===== src/shared/sca_regs.vh =====
`ifndef SCA_REGS_VH
`define SCA_REGS_VH
// agent register offsets inside one 32-byte agent window
`define SCA_OFF_STATE 5'h00
`define SCA_OFF_RESET 5'h04
`define SCA_OFF_ORBHI 5'h08
`define SCA_OFF_ORBLO 5'h0C
`define SCA_OFF_DOORBELL 5'h10
`define SCA_OFF_UNSOL 5'h14
`define SCA_AGENT_SPAN 8'h20
`define SCA_NUM_AGENTS 4
// agent states as read back
`define SCA_ST_RESET 2'h0
`define SCA_ST_ACTIVE 2'h1
`define SCA_ST_SUSPENDED 2'h2
`define SCA_ST_DEAD 2'h3
// acknowledge codes
`define SCA_ACK_COMPLETE 4'h1
`define SCA_ACK_PENDING 4'h2
`define SCA_ACK_CONFLICT 4'h4
`define SCA_ACK_TYPE 4'h6
// response codes
`define SCA_RESP_COMPLETE 4'h0
`define SCA_RESP_CONFLICT 4'h4
`define SCA_RESP_TYPE 4'h6
// axi-lite map
`define SCA_AXI_CFG 8'h00
`define SCA_AXI_STATUS 8'h04
`define SCA_AXI_MASK 8'h08
`define SCA_AXI_AGENT 8'h0C
`define SCA_AXI_ORBHI 8'h10
`define SCA_AXI_ORBLO 8'h14
// cfg bits
`define SCA_CFG_ACKPEND 18
`define SCA_CFG_ERRPKT 15
`define SCA_CFG_ERRSTORE 14
`define SCA_CFG_DBFETCH 0
`define SCA_CFG_BASE_LSB 19
`define SCA_CFG_RESET 32'h0000_0000
// status event bits
`define SCA_EV_FETCH 0
`define SCA_EV_STORE 1
`define SCA_EV_DOORBELL 2
`define SCA_EV_ERROR 3
`define SCA_DUMMY_HI 32'hFFFF_FFFF
`define SCA_DUMMY_LO 32'hFFFF_FFFF
`endif


===== src/core/sca_agent_responder.v =====
// Register access over AXI4-Lite and the register offsets were decided locally.
`timescale 1ns/1ps
`include "sca_regs.vh"
// Operation
// four agent windows, 20h apart, at base
// base held in quadlets, times four
// orb write in reset/suspended: load, fetch
// active orb write conflicts; dead ignores
// doorbell write sets doorbell flag always
// suspended doorbell refetches if enabled
// unsolicited write sets enable flag
// agent state write is type error
// agent reset write returns to reset
// success ack complete or pending by select
// two selects choose error handling
// store select: ack complete, store packet
// packet select: pending, error response
// neither select: error ack, no response
// write-only registers read as type error
// state/pointer reads pending plus data
// reserved area pending, stored for firmware
// dummy next address suspends, no fetch
module sca_agent_responder #(
  parameter BASE_W = 13
) (
  // clock, reset, enable
  input wire sys_clk,
  input wire arst_n,
  input wire clkEn,
  // incoming request from link (same clock)
  input wire reqValid,
  input wire reqWrite,
  input wire [47:0] reqAddr,
  input wire [31:0] reqData,
  // fetched orb next address from link
  input wire nextValid,
  input wire [1:0] nextAgent,
  input wire [63:0] nextAddr,
  // acknowledge and response
  output reg ackValid,
  output reg [3:0] ackCode,
  output reg respValid,
  output reg [3:0] respCode,
  output reg [31:0] respData,
  // command transmit queue and receive fifo
  output reg fetchValid,
  output reg [1:0] fetchAgent,
  output reg [63:0] fetchAddr,
  output reg storeValid,
  output reg [47:0] storeAddr,
  output reg [31:0] storeData,
  // axi4-lite slave
  input wire [7:0] awaddr,
  input wire awvalid,
  output reg awready,
  input wire [31:0] wdata,
  input wire [3:0] wstrb,
  input wire wvalid,
  output reg wready,
  output reg [1:0] bresp,
  output reg bvalid,
  input wire bready,
  input wire [7:0] araddr,
  input wire arvalid,
  output reg arready,
  output reg [31:0] rdata,
  output reg [1:0] rresp,
  output reg rvalid,
  input wire rready,
  output reg irq
);
  // ******************************
  // state
  // ******************************
  reg [31:0] cfg;
  reg [3:0] evStatus;
  reg [3:0] evMask;
  reg [1:0] agState [0:3];
  reg [31:0] orbHi [0:3];
  reg [31:0] orbLo [0:3];
  reg [3:0] doorbellFlag;
  reg [3:0] unsolicitedFlag;
  reg [7:0] awA;
  reg [31:0] wD;
  reg awHave;
  reg wHave;
  reg [1:0] dbgAgent;
  integer i;

  // ******************************
  // decode
  // ******************************
  wire [47:0] baseByte = {{(48-BASE_W-2){1'b0}}, cfg[`SCA_CFG_BASE_LSB +: BASE_W], 2'b00};
  wire [47:0] rel = reqAddr - baseByte;
  wire inWin = (reqAddr >= baseByte) && (rel < 48'h0000_0000_0080);
  wire [1:0] ag = rel[6:5];
  wire [4:0] off = rel[4:0];
  wire [1:0] st = agState[ag];
  wire isState = off == `SCA_OFF_STATE;
  wire isRst = off == `SCA_OFF_RESET;
  wire isOrb = off == `SCA_OFF_ORBHI || off == `SCA_OFF_ORBLO;
  wire isDb = off == `SCA_OFF_DOORBELL;
  wire isUn = off == `SCA_OFF_UNSOL;
  wire isRsv = !(isState || isRst || isOrb || isDb || isUn);
  wire [3:0] okAck = cfg[`SCA_CFG_ACKPEND] ? `SCA_ACK_PENDING : `SCA_ACK_COMPLETE;
  wire errPkt = cfg[`SCA_CFG_ERRPKT];
  wire errStore = cfg[`SCA_CFG_ERRSTORE];
  // error classification
  wire typeErr = reqWrite ? isState : (isRst || isDb || isUn);
  wire conflictErr = reqWrite && isOrb && st == `SCA_ST_ACTIVE;
  wire anyErr = typeErr || conflictErr;
  wire take = clkEn && reqValid && inWin;
  wire [3:0] evSet;
  // a dummy lo write suspends and fetches nothing, so it must not flag a fetch
  assign evSet[`SCA_EV_FETCH] = take && reqWrite && !anyErr && ((isOrb && off == `SCA_OFF_ORBLO &&
    (st == `SCA_ST_RESET || st == `SCA_ST_SUSPENDED) &&
    !(orbHi[ag] == `SCA_DUMMY_HI && reqData == `SCA_DUMMY_LO)) ||
    (isDb && st == `SCA_ST_SUSPENDED && cfg[`SCA_CFG_DBFETCH]));
  assign evSet[`SCA_EV_STORE] = take && (isRsv || (anyErr && !errPkt && errStore));
  assign evSet[`SCA_EV_DOORBELL] = take && reqWrite && isDb;
  assign evSet[`SCA_EV_ERROR] = take && anyErr;

  // ******************************
  // request handling
  // ******************************
  always @(posedge sys_clk or negedge arst_n) begin
    if (!arst_n) begin
      ackValid <= 1'b0;
      ackCode <= 4'h0;
      respValid <= 1'b0;
      respCode <= 4'h0;
      respData <= 32'h0000_0000;
      fetchValid <= 1'b0;
      fetchAgent <= 2'h0;
      fetchAddr <= 64'h0000_0000_0000_0000;
      storeValid <= 1'b0;
      storeAddr <= 48'h0000_0000_0000;
      storeData <= 32'h0000_0000;
      doorbellFlag <= 4'h0;
      unsolicitedFlag <= 4'h0;
      for (i = 0; i < 4; i = i + 1) begin
        agState[i] <= `SCA_ST_RESET;
        orbHi[i] <= 32'h0000_0000;
        orbLo[i] <= 32'h0000_0000;
      end
    end else if (clkEn) begin
      ackValid <= 1'b0;
      respValid <= 1'b0;
      fetchValid <= 1'b0;
      storeValid <= 1'b0;
      if (nextValid) begin
        if (nextAddr[63:32] == `SCA_DUMMY_HI && nextAddr[31:0] == `SCA_DUMMY_LO) begin
          agState[nextAgent] <= `SCA_ST_SUSPENDED;
        end else if (agState[nextAgent] == `SCA_ST_ACTIVE) begin
          fetchValid <= 1'b1;
          fetchAgent <= nextAgent;
          fetchAddr <= nextAddr;
          orbHi[nextAgent] <= nextAddr[63:32];
          orbLo[nextAgent] <= nextAddr[31:0];
        end
      end
      if (take) begin
        ackValid <= 1'b1;
        if (isRsv) begin
          ackCode <= `SCA_ACK_PENDING;
          storeValid <= 1'b1;
          storeAddr <= reqAddr;
          storeData <= reqData;
        end else if (anyErr) begin
          if (!errPkt && errStore) begin
            ackCode <= `SCA_ACK_COMPLETE;
            storeValid <= 1'b1;
            storeAddr <= reqAddr;
            storeData <= reqData;
          end else if (errPkt && !errStore) begin
            ackCode <= `SCA_ACK_PENDING;
            respValid <= 1'b1;
            respCode <= conflictErr ? `SCA_RESP_CONFLICT : `SCA_RESP_TYPE;
            respData <= 32'h0000_0000;
          end else begin
            ackCode <= conflictErr ? `SCA_ACK_CONFLICT : `SCA_ACK_TYPE;
          end
        end else if (!reqWrite) begin
          ackCode <= `SCA_ACK_PENDING;
          respValid <= 1'b1;
          respCode <= `SCA_RESP_COMPLETE;
          respData <= isState ? {30'h0000_0000, st} :
            (off == `SCA_OFF_ORBHI ? orbHi[ag] : orbLo[ag]);
        end else begin
          ackCode <= okAck;
          if (isRst && st != `SCA_ST_RESET) begin
            agState[ag] <= `SCA_ST_RESET;
          end
          if (isDb) begin
            doorbellFlag[ag] <= 1'b1;
            if (st == `SCA_ST_SUSPENDED && cfg[`SCA_CFG_DBFETCH]) begin
              fetchValid <= 1'b1;
              fetchAgent <= ag;
              fetchAddr <= {orbHi[ag], orbLo[ag]};
            end
          end
          if (isUn) begin
            unsolicitedFlag[ag] <= 1'b1;
          end
          if (isOrb && (st == `SCA_ST_RESET || st == `SCA_ST_SUSPENDED)) begin
            if (off == `SCA_OFF_ORBHI) begin
              orbHi[ag] <= reqData;
            end else begin
              orbLo[ag] <= reqData;
              if (orbHi[ag] == `SCA_DUMMY_HI && reqData == `SCA_DUMMY_LO) begin
                agState[ag] <= `SCA_ST_SUSPENDED;
              end else begin
                agState[ag] <= `SCA_ST_ACTIVE;
                fetchValid <= 1'b1;
                fetchAgent <= ag;
                fetchAddr <= {orbHi[ag], reqData};
              end
            end
          end
        end
      end
      // firmware clears flags; a set in the same cycle wins
      if (awHave && wHave && !bvalid && awA == `SCA_AXI_AGENT) begin
        doorbellFlag <= (doorbellFlag & ~wD[3:0]) |
          ((take && reqWrite && isDb) ? (4'h1 << ag) : 4'h0);
        unsolicitedFlag <= (unsolicitedFlag & ~wD[7:4]) |
          ((take && reqWrite && isUn) ? (4'h1 << ag) : 4'h0);
        for (i = 0; i < 4; i = i + 1) begin
          if (wD[8 + i] && !(take && ag == i)) begin
            agState[i] <= `SCA_ST_DEAD;
          end
        end
      end
    end
  end

  // ******************************
  // axi4-lite slave
  // ******************************
  wire wrGo = awHave && wHave && !bvalid;
  always @(posedge sys_clk or negedge arst_n) begin
    if (!arst_n) begin
      awready <= 1'b0;
      wready <= 1'b0;
      awHave <= 1'b0;
      wHave <= 1'b0;
      awA <= 8'h00;
      wD <= 32'h0000_0000;
      bvalid <= 1'b0;
      bresp <= 2'b00;
      arready <= 1'b0;
      rvalid <= 1'b0;
      rresp <= 2'b00;
      rdata <= 32'h0000_0000;
      cfg <= `SCA_CFG_RESET;
      evStatus <= 4'h0;
      evMask <= 4'h0;
      irq <= 1'b0;
      dbgAgent <= 2'h0;
    end else if (clkEn) begin
      awready <= !awHave && !awready && awvalid;
      wready <= !wHave && !wready && wvalid;
      if (awvalid && awready) begin
        awHave <= 1'b1;
        awA <= awaddr;
      end
      if (wvalid && wready) begin
        wHave <= 1'b1;
        wD <= wdata;
      end
      if (bvalid && bready) begin
        bvalid <= 1'b0;
      end
      evStatus <= evStatus | evSet;
      if (wrGo) begin
        awHave <= 1'b0;
        wHave <= 1'b0;
        bvalid <= 1'b1;
        bresp <= 2'b00;
        case (awA)
          `SCA_AXI_CFG: cfg <= wD;
          `SCA_AXI_STATUS: evStatus <= (evStatus & ~wD[3:0]) | evSet;
          `SCA_AXI_MASK: evMask <= wD[3:0];
          `SCA_AXI_AGENT: dbgAgent <= wD[17:16];
          default: bresp <= 2'b10;
        endcase
      end
      irq <= |(evStatus & evMask);
      arready <= !arready && !rvalid && arvalid;
      if (arvalid && arready) begin
        rvalid <= 1'b1;
        rresp <= 2'b00;
        case (araddr)
          `SCA_AXI_CFG: rdata <= cfg;
          `SCA_AXI_STATUS: rdata <= {28'h000_0000, evStatus};
          `SCA_AXI_MASK: rdata <= {28'h000_0000, evMask};
          `SCA_AXI_AGENT: rdata <= {14'h0000, dbgAgent, agState[3], agState[2], agState[1], agState[0],
            unsolicitedFlag, doorbellFlag};
          `SCA_AXI_ORBHI: rdata <= orbHi[dbgAgent];
          `SCA_AXI_ORBLO: rdata <= orbLo[dbgAgent];
          default: begin
            rdata <= 32'h0000_0000;
            rresp <= 2'b10;
          end
        endcase
      end else if (rvalid && rready) begin
        rvalid <= 1'b0;
      end
    end
  end
endmodule


===== config.mk =====
export PLATFORM = sky130hd
export DESIGN_NAME = sca_agent_responder
export DESIGN_NICKNAME = d
export VERILOG_FILES = /design/src/core/sca_agent_responder.v
export VERILOG_INCLUDE_DIRS = /design/src /design/src/shared
export SDC_FILE = /design/constraint.sdc
export NUM_CORES = 2
export LEC_CHECK = 0
export BUFFER_PORTS_ARGS = -buffer_cell sky130_fd_sc_hd__buf_2
export CAP_MARGIN = 5
export CORE_ASPECT_RATIO = 1.2
export CORE_UTILIZATION = 45
export DETAILED_ROUTE_END_ITERATION = 10
export GPL_TIMING_DRIVEN = 0
export PLACE_DENSITY = 0.63
export SKIP_CTS_REPAIR_TIMING = 1
export SLEW_MARGIN = 20
export SYNTH_ARGS = -nofsm -noshare
export SYNTH_HDL_FRONTEND = slang
export SYNTH_SLANG_ARGS = --single-unit

===== constraint.sdc =====
create_clock -name sys_clk -period 6 [get_ports sys_clk]
set_clock_uncertainty 0.1 [all_clocks]
set_input_delay 0.6 -clock sys_clk [delete_from_list [all_inputs] [get_ports sys_clk]]
set_output_delay 0.6 -clock sys_clk [all_outputs]
set_load 0.02 [all_outputs]

==> run metrics <==
result of the run=finished clean; Data required, critical path=6.45 ns; H-tree depth=3; largest net degree at the start of global routing=93; HPWL Detailed=129000 um; placed cell areas=37700 um2; Num CTS Buffers=68; Slew headroom=9.26%; Initial DRC Count=approximately 5400; first-pass GRT wire length=roughly 250000 um; HP Class=in2reg; synth warn=0; Syn Inst Count=around 3500; maximum root-to-sink buffer count=3; Rows=between 100 and 150; largest cells by area after synthesis=dfrtp_1 43%, mux4_2 8.6%, mux2_2 4.5%, nand2_1 3.7%, nand3_1 3.3%; Critical Path Sink Type=flip-flop; static leakage=17.6 nW; total track usage=between 40% and 50%; Hold EP=wD[15]$_DFFE_PN0P_; FF-to-FF path depth=15; Tcrit/Tclk final=between 90% and 100%; area leader, netlist=dfrtp_1; clk sink count=583; startpoint class of the critical path=flip-flop; count of cell types in the netlist=88; post-route ant nets=0; global route overflow=0; Layout Area Growth over Synthesis=17.8%; FFs w/ async S/R, synth=100%; Remaining DRCs=0; die width=254 um; Least-Margin Pin Slew=1.35 ns; pwr dens=415 nW/um2; CP max-delay cell=mux4_2; Synth Cell Area=34200 um2; CP Cell Sequence=inv_1 -> ha_1 -> nor2b_1 -> o21a_1 -> xor2_4 -> buf_2 -> mux4_2 -> nand2_1 -> or4_1 -> clkbuf_1 -> a21o_1 -> buf_2 -> clkbuf_1 -> nand4_1 -> o221ai_1; Finished Cell Area=40200 um2; core area=75100 um2; hold depth=2; WL/cell=34.5 um; CTS tree=built; Post-synth EDFFs=0; critical path peak fanout=10; Final GP Congestion=1.13; Port Buffers=398; endpoints failing hold=0; NumNets Final=4230; share of post-route cells with drive strength above 1=22.2%; RSZ-0062 raised after global routing=no; Power Total=around 17 mW; Synth top area share=42.7%; worst stage delay on the critical path=0.75 ns; First-pass DRT Iterations=8; DIE AREA=77000 um2; fillcell total=approximately 7000; initial antenna violation count=17; Critical R2R Launch=cfg[20]$_DFFE_PN0P_; reg2reg end=fetchAddr[51]$_DFFE_PN0P_; synthesized flop and latch total=583; Starting Density=45.5%; fin. max-slew vios=0; Finished Layout Cells=5069; final setup vio count=0; Avg Cell Area, Syn=9.74 um2; drt total wl=175000 um; I/O pin cnt=roughly 440; total number of vias=35400; vias per inst=approximately 7; Cells after DPL=4930; die height=~300 um; fmax=170 MHz; slack of the worst reg-to-reg path=0.11 ns; minimum clock period=~5.9 ns; max_cap viols=0; VDD IR max=0.284 mV; register area share after synthesis=a little over two fifths; Clk Latency, worst-skew pair=about 0.66 ns; vias in the first global route=about 34000; Clock Pin Slew Worst Setup and Hold Paths=0.06 ns; post-layout util=a little over half; root buf cell=clkbuf_16; Arr. time, crit path=6.34 ns; WS Path Type=reg2reg; hold path startpoint=wdata[15]; top_reg_cell synth=dfrtp_1
==> metrics by stage <==
step	hold slack, ns	TNS (ns)	worst slack, ns
after detailed placement	0.361	-144.40	-0.703
after global routing	0.0942	0	0.0118
final	0.0831	0	0.111
after global placement	0.357	-5175.48	-8.65
after CTS	-0.0940	-49.30	-0.396
after floorplan	0.204	0	1.54
==> state kept, by name (all words and copies together) (netlist names), 32 cells and up <==
signal and cells:
orbHi 128, orbLo 128, fetchAddr 64, storeAddr 48, cfg 32, rdata 32, respData 32, storeData 32
wD 32
==> worst max-delay path by stage <==
stage	from	endpoint	slack, ns	cells after the start
2_1_floorplan	reqAddr[2]	fetchAddr[12]$_DFFE_PN0P_	1.54	18
3_3_place_gp	arst_n	storeAddr[31]$_DFFE_PN0P_	-8.65	1
3_5_place_dp	reqAddr[2]	orbHi[16]$_DFFE_PN0P_	-0.70	16
4_1_cts	cfg[22]$_DFFE_PN0P_	fetchAddr[53]$_DFFE_PN0P_	-0.40	17
5_1_grt	cfg[26]$_DFFE_PN0P_	storeAddr[15]$_DFFE_PN0P_	0.01	14
6_report	cfg[20]$_DFFE_PN0P_	fetchAddr[51]$_DFFE_PN0P_	0.11	15
==> report_power, final <==
group / internal (mW) / total [mW] / switching [mW]
Sequential: 4.55 / 5.18 / 0.629
Clock: 2.50 / 4.37 / 1.87
Combinational: 2.49 / 7.14 / 4.65
Total: 9.54 / 16.7 / 7.14
==> critical path: cells and delay by family (launching register included) <==
family | cells | cell delay, ns
AO/OA/AOI/OAI | 3 | 0.77
multiplexers | 1 | 0.75
buffers and inverters | 5 | 2.08
AND/OR/NAND/NOR | 4 | 0.84
flip-flops | 1 | 0.37
adder cells (fa/ha/maj) | 1 | 0.28
XOR/XNOR | 1 | 0.56
==> layer usage <==
| layer | vias to the layer above | share of wire, % | track usage (%) |
|---|---|---|---|
| li1 | 14300 | - | - |
| met1 | 17400 | 35 | 54.4 |
| met2 | 2957 | 42 | 63.8 |
| met3 | 756 | 14 | 19.1 |
| met4 | 16 | 9.1 | 33.4 |
| met5 | - | 0.072 | 0 |
==> synth_stat cells (16+ instances only) <==
library cell and number:
a22oi_1 75, ha_1 16, mux4_2 130, nor2_1 183, a21o_1 47, nand2_1 337
buf_1 40, a221o_1 24, mux2_2 137, nor2b_1 37, nor4_1 49, a31oi_1 26
o221ai_1 62, o211ai_1 37, clkbuf_1 245, nand4_1 124, a311oi_1 22, o21a_1 37
mux2i_1 52, or3_1 26, o22ai_1 56, and2_1 25, nand3_1 227, and3_1 64
a2bb2oi_1 48, dfrtp_1 583, a211o_1 20, o21ai_0 139, nor3_1 99, a21oi_1 141
o2bb2ai_1 42, inv_1 114, buf_2 37, o22a_1 32
==> placed cells by master (no fill, tap or decap), types with 71 or more instances in the layout <==
cell type / n
dfrtp_1: 583
buf_2: 439
nand2_1: 337
clkbuf_1: 247
nand3_1: 225
nor2_1: 183
a21oi_1: 141
o21ai_0: 138
mux2_2: 137
mux4_2: 130
nand4_1: 124
inv_1: 114
nor3_1: 94
a22oi_1: 75
clkbuf_16: 71
==> cells by family (layout without fill, tap and decap cells) <==
kind of cell	count (synthesis)	in the layout	share of synthesized area, %
buffers and inverters	450	990	5.23
AO/OA/AOI/OAI	897	897	18.6
AND/OR/NAND/NOR	1232	1232	17.9
XOR/XNOR	10	10	0.256
multiplexers	319	319	14.6
flip-flops	583	583	42.7
other	1	13	0.0110
adder cells (fa/ha/maj)	17	17	0.644
==> area by class of cell <==
class	instances	area, um2	share of cell area (%)
Buffer	336	1380	3.44
Multi-Input combinational cell	2480	18000	44.7
Inverter	114	428	1.06
Clock buffer	94	1950	4.85
Clock inverter	25	304	0.756
Antenna cell	8	20.0	0.0497
Timing Repair Buffer	421	2320	5.77
Tap cell	1008	1260	3.13
Sequential cell	583	14600	36.3
(Power assumes the default switching activity.)
